--- config.mk ---
export PLATFORM = sky130hd
export DESIGN_NAME = ua_fifo_irq_ctrl
export DESIGN_NICKNAME = d
export VERILOG_FILES = /design/src/pkg/ua_pkg.sv /design/src/ua_fifo_irq_ctrl.sv
export VERILOG_INCLUDE_DIRS = /design/src /design/src/pkg
export SDC_FILE = /design/constraint.sdc
export NUM_CORES = 1
export LEC_CHECK = 0
export ABC_CLOCK_PERIOD_IN_PS = 3200
export BUFFER_PORTS_ARGS = -buffer_cell sky130_fd_sc_hd__buf_2
export CAP_MARGIN = 40
export CORE_ASPECT_RATIO = 0.6
export CORE_MARGIN = 8
export CORE_UTILIZATION = 55
export DETAILED_ROUTE_END_ITERATION = 12
export MAX_ROUTING_LAYER = met4
export PLACE_DENSITY = 0.75
export SLEW_MARGIN = 20
export SYNTH_ARGS = -nofsm -noshare
export SYNTH_HDL_FRONTEND = slang
export SYNTH_SLANG_ARGS = --single-unit
--- constraint.sdc ---
create_clock -name clk -period 3.2 [get_ports clk]
set_input_delay 0 -clock clk [delete_from_list [all_inputs] [get_ports clk]]
set_output_delay 0 -clock clk [all_outputs]
set_load 0.02 [all_outputs]
--- src/pkg/ua_defines.svh ---
`ifndef UA_DEFINES_SVH
`define UA_DEFINES_SVH

// register offsets on the 3-bit address
`define UA_OFF_DATA 3'h0
`define UA_OFF_IER 3'h1
`define UA_OFF_FCR_ISR 3'h2
`define UA_OFF_LCR 3'h3
`define UA_OFF_LSR 3'h5

// fifo control field positions
`define UA_FCR_EN 0
`define UA_FCR_RXCLR 1
`define UA_FCR_TXCLR 2
`define UA_FCR_MODE 3

// reset values
`define UA_IER_RST 4'h0
`define UA_LCR_RST 8'h00
`define UA_TRIG_RST 2'h0

// interrupt identification codes, bits 3:0
`define UA_ID_LS 4'h6
`define UA_ID_RDA 4'h4
`define UA_ID_TO 4'hC
`define UA_ID_THRE 4'h2
`define UA_ID_MS 4'h0
`define UA_ID_NONE 4'h1

// sizes and timing counts
`define UA_DEPTH 5'h10
`define UA_TICKS_PER_BIT 16
`define UA_TO_CHARS 4

`endif

--- src/pkg/ua_pkg.sv ---
package ua_pkg;

    typedef enum logic [2:0] {
        UA_STOP_ONE = 3'b001,
        UA_STOP_ONE_HALF = 3'b010,
        UA_STOP_TWO = 3'b100
    } ua_stop_t;

    typedef struct packed {
        logic [3:0] dataBits;
        ua_stop_t stop;
    } ua_fmt_t;

    // host register port request
    typedef struct packed {
        logic cs;
        logic rd;
        logic wr;
        logic [2:0] addr;
        logic [7:0] wdata;
    } ua_req_t;

    // one assembled receive character
    typedef struct packed {
        logic valid;
        logic [7:0] data;
        logic parityErr;
        logic framingErr;
        logic breakErr;
    } ua_rxchar_t;

endpackage

--- src/ua_fifo_irq_ctrl.sv ---
`timescale 1ns/1ps
`default_nettype none
`include "ua_defines.svh"

module ua_fifo_irq_ctrl
    import ua_pkg::*;
(
    // clock and reset
    input wire logic clk,
    input wire logic rst,
    // host register port
    input wire ua_pkg::ua_req_t req,
    output logic [7:0] rdData,
    output logic irq,
    output logic txSlotAvail_n,
    output logic rxDataAvail_n,
    // receive shift register side
    input wire ua_pkg::ua_rxchar_t rxChar,
    input wire logic baudTick16,
    input wire logic modemChange,
    // transmit shift register side
    output logic txValid,
    output logic [7:0] txData,
    input wire logic txReady,
    input wire logic txShiftBusy,
    output ua_pkg::ua_fmt_t fmt
);
    import ua_pkg::*;

    typedef struct packed {
        logic [3:0] interrupt_enable;
        logic fifoEn;
        logic mode1;
        logic [1:0] trig;
        logic [7:0] line_control;
        ua_fmt_t fmt;
        logic [15:0][7:0] rxMem;
        logic [3:0] rxRd;
        logic [3:0] rxWr;
        logic [4:0] rxCnt;
        logic [15:0][7:0] txMem;
        logic [3:0] txRd;
        logic [3:0] txWr;
        logic [4:0] txCnt;
        logic [1:0][7:0] txBuf;
        logic [1:0] bufV;
        logic [3:0] lsErr;
        logic fifoErr;
        logic lsPend;
        logic toPend;
        logic threPend;
        logic msPend;
        logic [9:0] toTimer;
        logic rxAvailN;
        logic txSlotN;
        logic [7:0] rdData;
        logic irq;
    } ua_state_t;

    ua_state_t s;
    ua_state_t next_s;

    logic [4:0] cap;
    logic [4:0] trigN;
    logic rdaLevel;
    logic lsAct;
    logic rdaAct;
    logic toAct;
    logic threAct;
    logic msAct;
    logic [3:0] isrId;
    logic [7:0] isrVal;
    logic [7:0] lsrVal;
    logic [9:0] toLimit;
    logic rdStb;
    logic wrStb;

    always_comb
    begin
        case (s.trig)
            2'h0: trigN = 5'h01;
            2'h1: trigN = 5'h04;
            2'h2: trigN = 5'h08;
            default: trigN = 5'h0E;
        endcase
    end

    assign rdStb = req.cs & req.rd;
    assign wrStb = req.cs & req.wr;
    // without fifos each side holds a single character
    assign cap = s.fifoEn ? `UA_DEPTH : 5'h01;
    assign rdaLevel = s.fifoEn ? (s.rxCnt >= trigN) : (s.rxCnt != 5'h00);
    // with all enables clear no source is active: polled mode
    assign lsAct = s.interrupt_enable[2] & s.lsPend;
    assign rdaAct = s.interrupt_enable[0] & rdaLevel;
    assign toAct = s.interrupt_enable[0] & s.toPend;
    assign threAct = s.interrupt_enable[1] & s.threPend;
    assign msAct = s.interrupt_enable[3] & s.msPend;
    // approximate frame: start, data, parity or stop, stop
    assign toLimit = 10'(`UA_TO_CHARS * `UA_TICKS_PER_BIT * (32'(s.fmt.dataBits) + 3));

    always_comb
    begin
        if (lsAct)
            isrId = `UA_ID_LS;
        else if (rdaAct)
            isrId = `UA_ID_RDA;
        else if (toAct)
            isrId = `UA_ID_TO;
        else if (threAct)
            isrId = `UA_ID_THRE;
        else if (msAct)
            isrId = `UA_ID_MS;
        else
            isrId = `UA_ID_NONE;
    end

    assign isrVal = {s.fifoEn, s.fifoEn, 2'h0, isrId};
    assign lsrVal = {s.fifoErr, (s.txCnt == 5'h00) & ~(|s.bufV) & ~txShiftBusy,
        s.txCnt == 5'h00, s.lsErr, s.rxCnt != 5'h00};

    always_comb
    begin
        logic rxPop;
        logic txPush;
        logic rxPush;
        logic bufPop;
        logic bufPush;
        logic rxClr;
        logic txClr;
        logic isrRd;
        rxPop = 1'b0;
        txPush = 1'b0;
        rxPush = 1'b0;
        bufPop = 1'b0;
        bufPush = 1'b0;
        rxClr = 1'b0;
        txClr = 1'b0;
        isrRd = 1'b0;
        next_s = s;

        // register reads; value captured with the strobe
        if (rdStb)
        begin
            case (req.addr)
                `UA_OFF_DATA:
                begin
                    next_s.rdData = s.rxMem[s.rxRd];
                    rxPop = s.rxCnt != 5'h00;
                end
                `UA_OFF_IER: next_s.rdData = {4'h0, s.interrupt_enable};
                `UA_OFF_FCR_ISR:
                begin
                    next_s.rdData = isrVal;
                    isrRd = 1'b1;
                end
                `UA_OFF_LCR: next_s.rdData = s.line_control;
                `UA_OFF_LSR:
                begin
                    next_s.rdData = lsrVal;
                    next_s.lsErr = 4'h0;
                    next_s.fifoErr = 1'b0;
                    next_s.lsPend = 1'b0;
                end
                default: next_s.rdData = 8'h00;
            endcase
        end

        if (isrRd)
        begin
            case (isrId)
                `UA_ID_LS: next_s.lsPend = 1'b0;
                `UA_ID_TO: next_s.toPend = 1'b0;
                `UA_ID_THRE: next_s.threPend = 1'b0;
                `UA_ID_MS: next_s.msPend = 1'b0;
                default: next_s.msPend = s.msPend;
            endcase
        end

        if (wrStb)
        begin
            case (req.addr)
                `UA_OFF_DATA:
                begin
                    txPush = s.txCnt < cap;
                    next_s.threPend = 1'b0;
                end
                `UA_OFF_IER:
                begin
                    next_s.interrupt_enable = req.wdata[3:0];
                    // enabling with an empty holder raises it at once
                    if (req.wdata[1] & ~s.interrupt_enable[1] & (s.txCnt == 5'h00))
                        next_s.threPend = 1'b1;
                end
                `UA_OFF_FCR_ISR:
                begin
                    // other fields only with enable written as one
                    if (req.wdata[`UA_FCR_EN])
                    begin
                        next_s.fifoEn = 1'b1;
                        next_s.mode1 = req.wdata[`UA_FCR_MODE];
                        next_s.trig = req.wdata[7:6];
                        rxClr = req.wdata[`UA_FCR_RXCLR] | ~s.fifoEn;
                        txClr = req.wdata[`UA_FCR_TXCLR] | ~s.fifoEn;
                    end
                    else
                    begin
                        next_s.fifoEn = 1'b0;
                        // disable write always empties both sides
                        rxClr = 1'b1;
                        txClr = 1'b1;
                    end
                end
                `UA_OFF_LCR:
                begin
                    next_s.line_control = req.wdata;
                    next_s.fmt.dataBits = 4'h5 + {2'h0, req.wdata[1:0]};
                    if (!req.wdata[2])
                        next_s.fmt.stop = UA_STOP_ONE;
                    else if (req.wdata[1:0] == 2'h0)
                        next_s.fmt.stop = UA_STOP_ONE_HALF;
                    else
                        next_s.fmt.stop = UA_STOP_TWO;
                end
                default: next_s.line_control = s.line_control;
            endcase
        end

        // fifo keeps filling past trigger until full; a full fifo overruns
        if (rxChar.valid)
        begin
            rxPush = s.rxCnt < cap;
            // status posted as the character moves in; set beats clear
            next_s.lsErr = next_s.lsErr | {rxChar.breakErr, rxChar.framingErr,
                rxChar.parityErr, ~rxPush};
            if (rxChar.breakErr | rxChar.framingErr | rxChar.parityErr | ~rxPush)
                next_s.lsPend = 1'b1;
            if ((rxChar.breakErr | rxChar.framingErr | rxChar.parityErr) & s.fifoEn)
                next_s.fifoErr = 1'b1;
        end

        if (modemChange)
            next_s.msPend = 1'b1;

        if (rxClr)
        begin
            next_s.rxRd = 4'h0;
            next_s.rxWr = 4'h0;
            next_s.rxCnt = 5'h00;
            next_s.toPend = 1'b0;
        end
        else
        begin
            if (rxPush)
            begin
                next_s.rxMem[s.rxWr] = rxChar.data;
                next_s.rxWr = s.rxWr + 4'h1;
            end
            if (rxPop)
                next_s.rxRd = s.rxRd + 4'h1;
            next_s.rxCnt = s.rxCnt + {4'h0, rxPush} - {4'h0, rxPop};
        end

        // two entry buffer toward the shift register
        bufPop = s.bufV[0] & txReady;
        bufPush = (s.txCnt != 5'h00) & ~s.bufV[1] & ~txClr;
        if (bufPop)
        begin
            next_s.txBuf[0] = s.txBuf[1];
            next_s.bufV = {1'b0, s.bufV[1]};
        end
        if (bufPush)
        begin
            if (!next_s.bufV[0])
            begin
                next_s.txBuf[0] = s.txMem[s.txRd];
                next_s.bufV[0] = 1'b1;
            end
            else
            begin
                next_s.txBuf[1] = s.txMem[s.txRd];
                next_s.bufV[1] = 1'b1;
            end
        end

        // transmit fifo pointers; shift side untouched
        if (txClr)
        begin
            next_s.txRd = 4'h0;
            next_s.txWr = 4'h0;
            next_s.txCnt = 5'h00;
            next_s.threPend = 1'b1;
        end
        else
        begin
            if (txPush)
            begin
                next_s.txMem[s.txWr] = req.wdata;
                next_s.txWr = s.txWr + 4'h1;
            end
            if (bufPush)
                next_s.txRd = s.txRd + 4'h1;
            next_s.txCnt = s.txCnt + {4'h0, txPush} - {4'h0, bufPush};
            if (bufPush & ~txPush & (s.txCnt == 5'h01))
                next_s.threPend = 1'b1;
        end

        // idle timer, restarted by arrival or read
        if (rxPush | rxPop | ~s.fifoEn | (s.rxCnt == 5'h00) | rdaLevel)
            next_s.toTimer = 10'h000;
        else if (baudTick16 & ~s.toPend)
        begin
            if (s.toTimer >= toLimit - 10'h001)
            begin
                next_s.toTimer = 10'h000;
                next_s.toPend = 1'b1;
            end
            else
                next_s.toTimer = s.toTimer + 10'h001;
        end
        if (rxPop & ~rxPush)
            next_s.toPend = 1'b0;

        if (next_s.fifoEn & next_s.mode1)
            next_s.txSlotN = next_s.txCnt == `UA_DEPTH;
        else
            next_s.txSlotN = next_s.txCnt != 5'h00;

        if (next_s.fifoEn & next_s.mode1)
        begin
            if (next_s.rxCnt == 5'h00)
                next_s.rxAvailN = 1'b1;
            else if ((s.rxCnt >= trigN) | s.toPend)
                next_s.rxAvailN = 1'b0;
        end
        else
            next_s.rxAvailN = next_s.rxCnt == 5'h00;

        next_s.irq = isrId != `UA_ID_NONE;
    end

    always_ff @(posedge clk)
    begin
        if (rst)
        begin
            s <= '0;
            s.interrupt_enable <= `UA_IER_RST;
            s.trig <= `UA_TRIG_RST;
            s.line_control <= `UA_LCR_RST;
            s.fmt.dataBits <= 4'h5;
            s.fmt.stop <= UA_STOP_ONE;
            s.threPend <= 1'b1;
            s.rxAvailN <= 1'b1;
        end
        else
            s <= next_s;
    end

    assign rdData = s.rdData;
    assign irq = s.irq;
    assign txSlotAvail_n = s.txSlotN;
    assign rxDataAvail_n = s.rxAvailN;
    assign txValid = s.bufV[0];
    assign txData = s.txBuf[0];
    assign fmt = s.fmt;

    property p_isr_ls;
        @(posedge clk) disable iff (rst)
        (rdStb && req.addr == `UA_OFF_FCR_ISR && lsAct) |=> (rdData[5:0] == 6'h06);
    endproperty
    a_isr_ls: assert property (p_isr_ls) else $error("line status id wrong");

    property p_isr_idle;
        @(posedge clk) disable iff (rst)
        (rdStb && req.addr == `UA_OFF_FCR_ISR && !irq && isrId == `UA_ID_NONE)
            |=> rdData[0] && !$past(irq);
    endproperty
    a_isr_idle: assert property (p_isr_idle) else $error("idle status bit wrong");

    property p_isr_fifo;
        @(posedge clk) disable iff (rst)
        (rdStb && req.addr == `UA_OFF_FCR_ISR) |=> (rdData[7:6] == {2{$past(s.fifoEn)}});
    endproperty
    a_isr_fifo: assert property (p_isr_fifo) else $error("fifo flags in status wrong");

    property p_rda_irq;
        @(posedge clk) disable iff (rst)
        (s.fifoEn && s.interrupt_enable[0] && s.rxCnt >= trigN) |=> irq;
    endproperty
    a_rda_irq: assert property (p_rda_irq) else $error("rx ready irq missing");

    property p_tx_m1;
        @(posedge clk) disable iff (rst)
        (s.fifoEn && s.mode1) |-> (txSlotAvail_n == (s.txCnt == `UA_DEPTH));
    endproperty
    a_tx_m1: assert property (p_tx_m1) else $error("mode 1 tx ready wrong");

    property p_rx_m0;
        @(posedge clk) disable iff (rst)
        !(s.fifoEn && s.mode1) |-> (rxDataAvail_n == (s.rxCnt == 5'h00));
    endproperty
    a_rx_m0: assert property (p_rx_m0) else $error("mode 0 rx ready wrong");

    property p_fcr_off;
        @(posedge clk) disable iff (rst)
        (wrStb && req.addr == `UA_OFF_FCR_ISR && !req.wdata[0]) |=> !s.fifoEn && s.rxCnt == 0;
    endproperty
    a_fcr_off: assert property (p_fcr_off) else $error("fifo disable ignored");

    property p_rx_clr;
        @(posedge clk) disable iff (rst)
        (wrStb && req.addr == `UA_OFF_FCR_ISR && req.wdata[1:0] == 2'h3) |=> s.rxCnt == 0;
    endproperty
    a_rx_clr: assert property (p_rx_clr) else $error("rx fifo not cleared");

    property p_lcr_fmt;
        @(posedge clk) disable iff (rst)
        (wrStb && req.addr == `UA_OFF_LCR && req.wdata[2:0] == 3'h4)
            |=> fmt.dataBits == 4'h5 && fmt.stop == UA_STOP_ONE_HALF;
    endproperty
    a_lcr_fmt: assert property (p_lcr_fmt) else $error("format decode wrong");

    property p_lsr_dr;
        @(posedge clk) disable iff (rst)
        (rdStb && req.addr == `UA_OFF_LSR) |=> rdData[0] == ($past(s.rxCnt) != 5'h00);
    endproperty
    a_lsr_dr: assert property (p_lsr_dr) else $error("data ready bit wrong");

    c_timeout: cover property (@(posedge clk) disable iff (rst) $rose(s.toPend));
    c_tx_full: cover property (@(posedge clk) disable iff (rst) s.txCnt == `UA_DEPTH);
    c_m1_rx: cover property (@(posedge clk) disable iff (rst) s.mode1 && $fell(rxDataAvail_n));

endmodule // ua_fifo_irq_ctrl

`default_nettype wire
==> run summary <==
Max Cap Viol: 0
Final HPWL DP: 29.62 mm
CTS tree: yes
Peak VDD IR: 0.0003681 V
Clock Latency Late Sink: 0.53 ns
Starting Density: 0.5579
First-pass DRT Iterations: 5
DR vias/cell: 5.976
initial antenna violation count: 1
number of global-route vias before repair: 11,760
Max FO, Critical Path: 4
I/O Buffers: 58
run status: finished clean
largest delay contributor family on the critical path: adder cells
global route overflow: 0
Worst Hold Endpoint: s[339]$_SDFFE_PP0P_
Synth Flop Type: dfxtp_1
Floorplan Core Area: 29,920 µm²
Critical path buffers and inverters: 1
final core utilization: 0.6231
fmax: 337.7 MHz
Wirelength per Cell: 20.77 µm
RSZ-0062 raised after global routing: false
endpoint type of the worst setup path: flop
met2 routed WL: 17.62 mm
Worst-path clk slew: 0.06 ns
slew margin rel.: 0.4433
r2r startpoint: s[190]$_SDFF_PP0_
Synth warnings: 0
Cell variety after synth: 67
Synth Area per Inst: 10.13 µm²
DR DRC count: 0
iteration-0 DRC count of the detailed router: 1,437
worst path cell trace: inv_1 > ha_1 > o21ai_0 > a31o_2 > nand2_1 > ha_1 > ha_1 > fa_1 > a21oi_1 > o21bai_1 > xnor2_1 > a311o_1
pin count of the biggest net entering global routing: 148
gpl congestion: 0.9219
pre-CTS WS: 0.2037 ns
H-tree depth: 2
Min-Delay Path Depth: 4
Synth-to-Final Area Change: 11.69%
Clock Tree Root: clkbuf_16
chip height: 150.9 µm
Setup Fix Bufs, Post-CTS: 0
setup TNS: 0 ns
CTS Buf Count: 34
EDFF count, synth: 0
Mapped Area: 16,690 µm²
Tot Pwr: 11.88 mW
FF-to-FF path depth: 12
clk buf depth: 3
first-pass GRT wire length: 68.46 mm
GRT Total Usage: 0.2461
sequential area share after synthesis: 0.4234
fill count: 2,441
Post-DP Area: 17,090 µm²
placed insts: 2,003
io pins: 59
final period utilization: 0.9254
Worst R2R End: rxDataAvail_n$_SDFFE_PP1P_
total die area: 36,360 µm²
smallest hold slack: 0.01945 ns
fin crit period: 2.961 ns
critical path's most frequent cell: ha_1
setup violators final: 0
Startpoint Class: flop
CP required: 3.61 ns
minimum setup slack in the final design: 0.2387 ns
Sink Count: 353
hold_sp: req[2]
Slew Viols, Final: 0
Synthesized Nets: 1,724
Pleak: 8.781 nW
Die Wd: 240.9 µm
PD cells: 637.5 nW/µm²
DRT Wirelength: 43.57 mm
Tightest Pin Transition: 0.8350 ns
Top Metal Used: met4
critical path type: reg -> reg
Rows: 49
FFs w/ async S/R, synth: 0
Finished Cell Area: 18,640 µm²
share of layout cells above drive strength 1: 0.1433
Mapped Cells: 1,648
Nets: 1,740
final hold violations: 0
M1 WL: 20.91 mm
clk_skew: 0.01707 ns
Hold/Removal Path Class: in -> reg
final std cells w/o fill: 2,098
wire length on met3: 4.406 mm
crit-path max cell delay: 0.44 ns
total via count in the routed design: 12,540
CP max-delay cell: fa_1
CP Data Arrival Time: 3.38 ns
post-route ant nets: 0
Synth Register Bits: 353
r2r setup slk: 0.24 ns
## cells in the mapped netlist (14+ instances only)
master | number | area, µm²
nand2_1 | 82 | 307.8
buf_2 | 17 | 85.08
xor2_1 | 17 | 148.9
o21ai_0 | 14 | 70.07
nand3_1 | 38 | 190.2
ha_1 | 42 | 525.5
a21oi_1 | 46 | 230.2
nand4_4 | 16 | 340.3
nor2_1 | 333 | 1250
mux4_2 | 64 | 1441
a311oi_1 | 30 | 262.8
a22oi_1 | 28 | 210.2
mux2i_1 | 279 | 2793
buf_4 | 24 | 180.2
inv_1 | 36 | 135.1
dfxtp_1 | 353 | 7067
clkbuf_1 | 89 | 334.1
## where the power goes
group	internal (mW)	leakage [nW]	switching, mW	total (mW)
sequential	4.61	2.85	0.260	4.87
clock	2.63	0.594	1.76	4.39
combinational	1.04	5.33	1.59	2.62
## placed cells by master, fill, tap and decap left out, types with 5 or more instances in the layout
master / n
nor2b_1: 9
buf_4: 24
buf_2: 58
ha_1: 42
clkbuf_16: 37
clkinv_2: 5
xnor2_1: 13
mux2i_1: 279
nor2_1: 333
o21ai_0: 14
nand2_1: 82
nand3_1: 38
a22o_1: 8
a311oi_1: 30
a211oi_1: 5
clkbuf_8: 5
nand4_4: 16
bufinv_16: 5
a21oi_1: 46
and3_1: 9
clkbuf_1: 6
mux4_2: 64
inv_1: 36
dlygate4sd3_1: 32
a22oi_1: 28
dfxtp_1: 350
nand4_1: 10
xor2_1: 17
nand2b_1: 10
## worst min-delay path: cells and delay by family
kind	cells	cell delay, ns
buffers and inverters	2	0.34
AND/OR/NAND/NOR	1	0.09
AO/OA/AOI/OAI	1	0.05
## sequential cells by signal, summed over array words and instances (netlist names)
name	flops
rdData	8
fmt	7
s	320
txData	8
rxDataAvail_n	1
txValid	1
txSlotAvail_n	1
isrVal	1
lsrVal	5
irq	1
## final cells by class
class	count	area, µm²	share of cell area
Antenna cell	1	2.502	0.0001342
Clock buffer	48	1017	0.05456
Clock inverter	13	198.9	0.01067
Inverter	37	138.9	0.007450
Multi-Input combinational cell	1120	8851	0.4748
Sequential cell	353	7071	0.3793
Tap cell	408	510.5	0.02738
Timing Repair Buffer	118	853.3	0.04577
## per-layer routing
metal  up-vias  GRT usage
met3        45    0.05815
met4         0    0.05258
met1      6139     0.3682
met2       511     0.3301
li1       5843          -
met5         -          -
## repair_timing
item | CTS | global route
endpoints found under the setup margin | 0 | 1
hold buffers | 32 | 0
gates resized for setup | 0 | 2
hold endpoints to repair | 261 | 0
## logic make-up after synthesis
| group | synth area share |
|---|---|
| xor gates and xnor gates | 0.01574 |
| buffers and inverters | 0.04723 |
| and+or+nand+nor | 0.1525 |
| adders and majority gates | 0.03388 |
| muxes | 0.2550 |
| DFF | 0.4234 |
| AOI/OAI and AO/OA | 0.07226 |
## how the worst max path moves through the flow
stage,to,cells after the start,slack (ns),from
after CTS,rxDataAvail_n$_SDFFE_PP1P_,12,0.18,s[190]$_SDFF_PP0_
after global placement,rxDataAvail_n$_SDFFE_PP1P_,12,0.30,s[190]$_SDFF_PP0_
after detailed placement,rxDataAvail_n$_SDFFE_PP1P_,12,0.20,s[190]$_SDFF_PP0_
final,rxDataAvail_n$_SDFFE_PP1P_,12,0.24,s[190]$_SDFF_PP0_
after global routing,rxDataAvail_n$_SDFFE_PP1P_,12,0.10,s[190]$_SDFF_PP0_
after floorplan,rxDataAvail_n$_SDFFE_PP1P_,14,0.05,isrVal[6]$_SDFF_PP0_
Power figures use the tool's default switching activity.
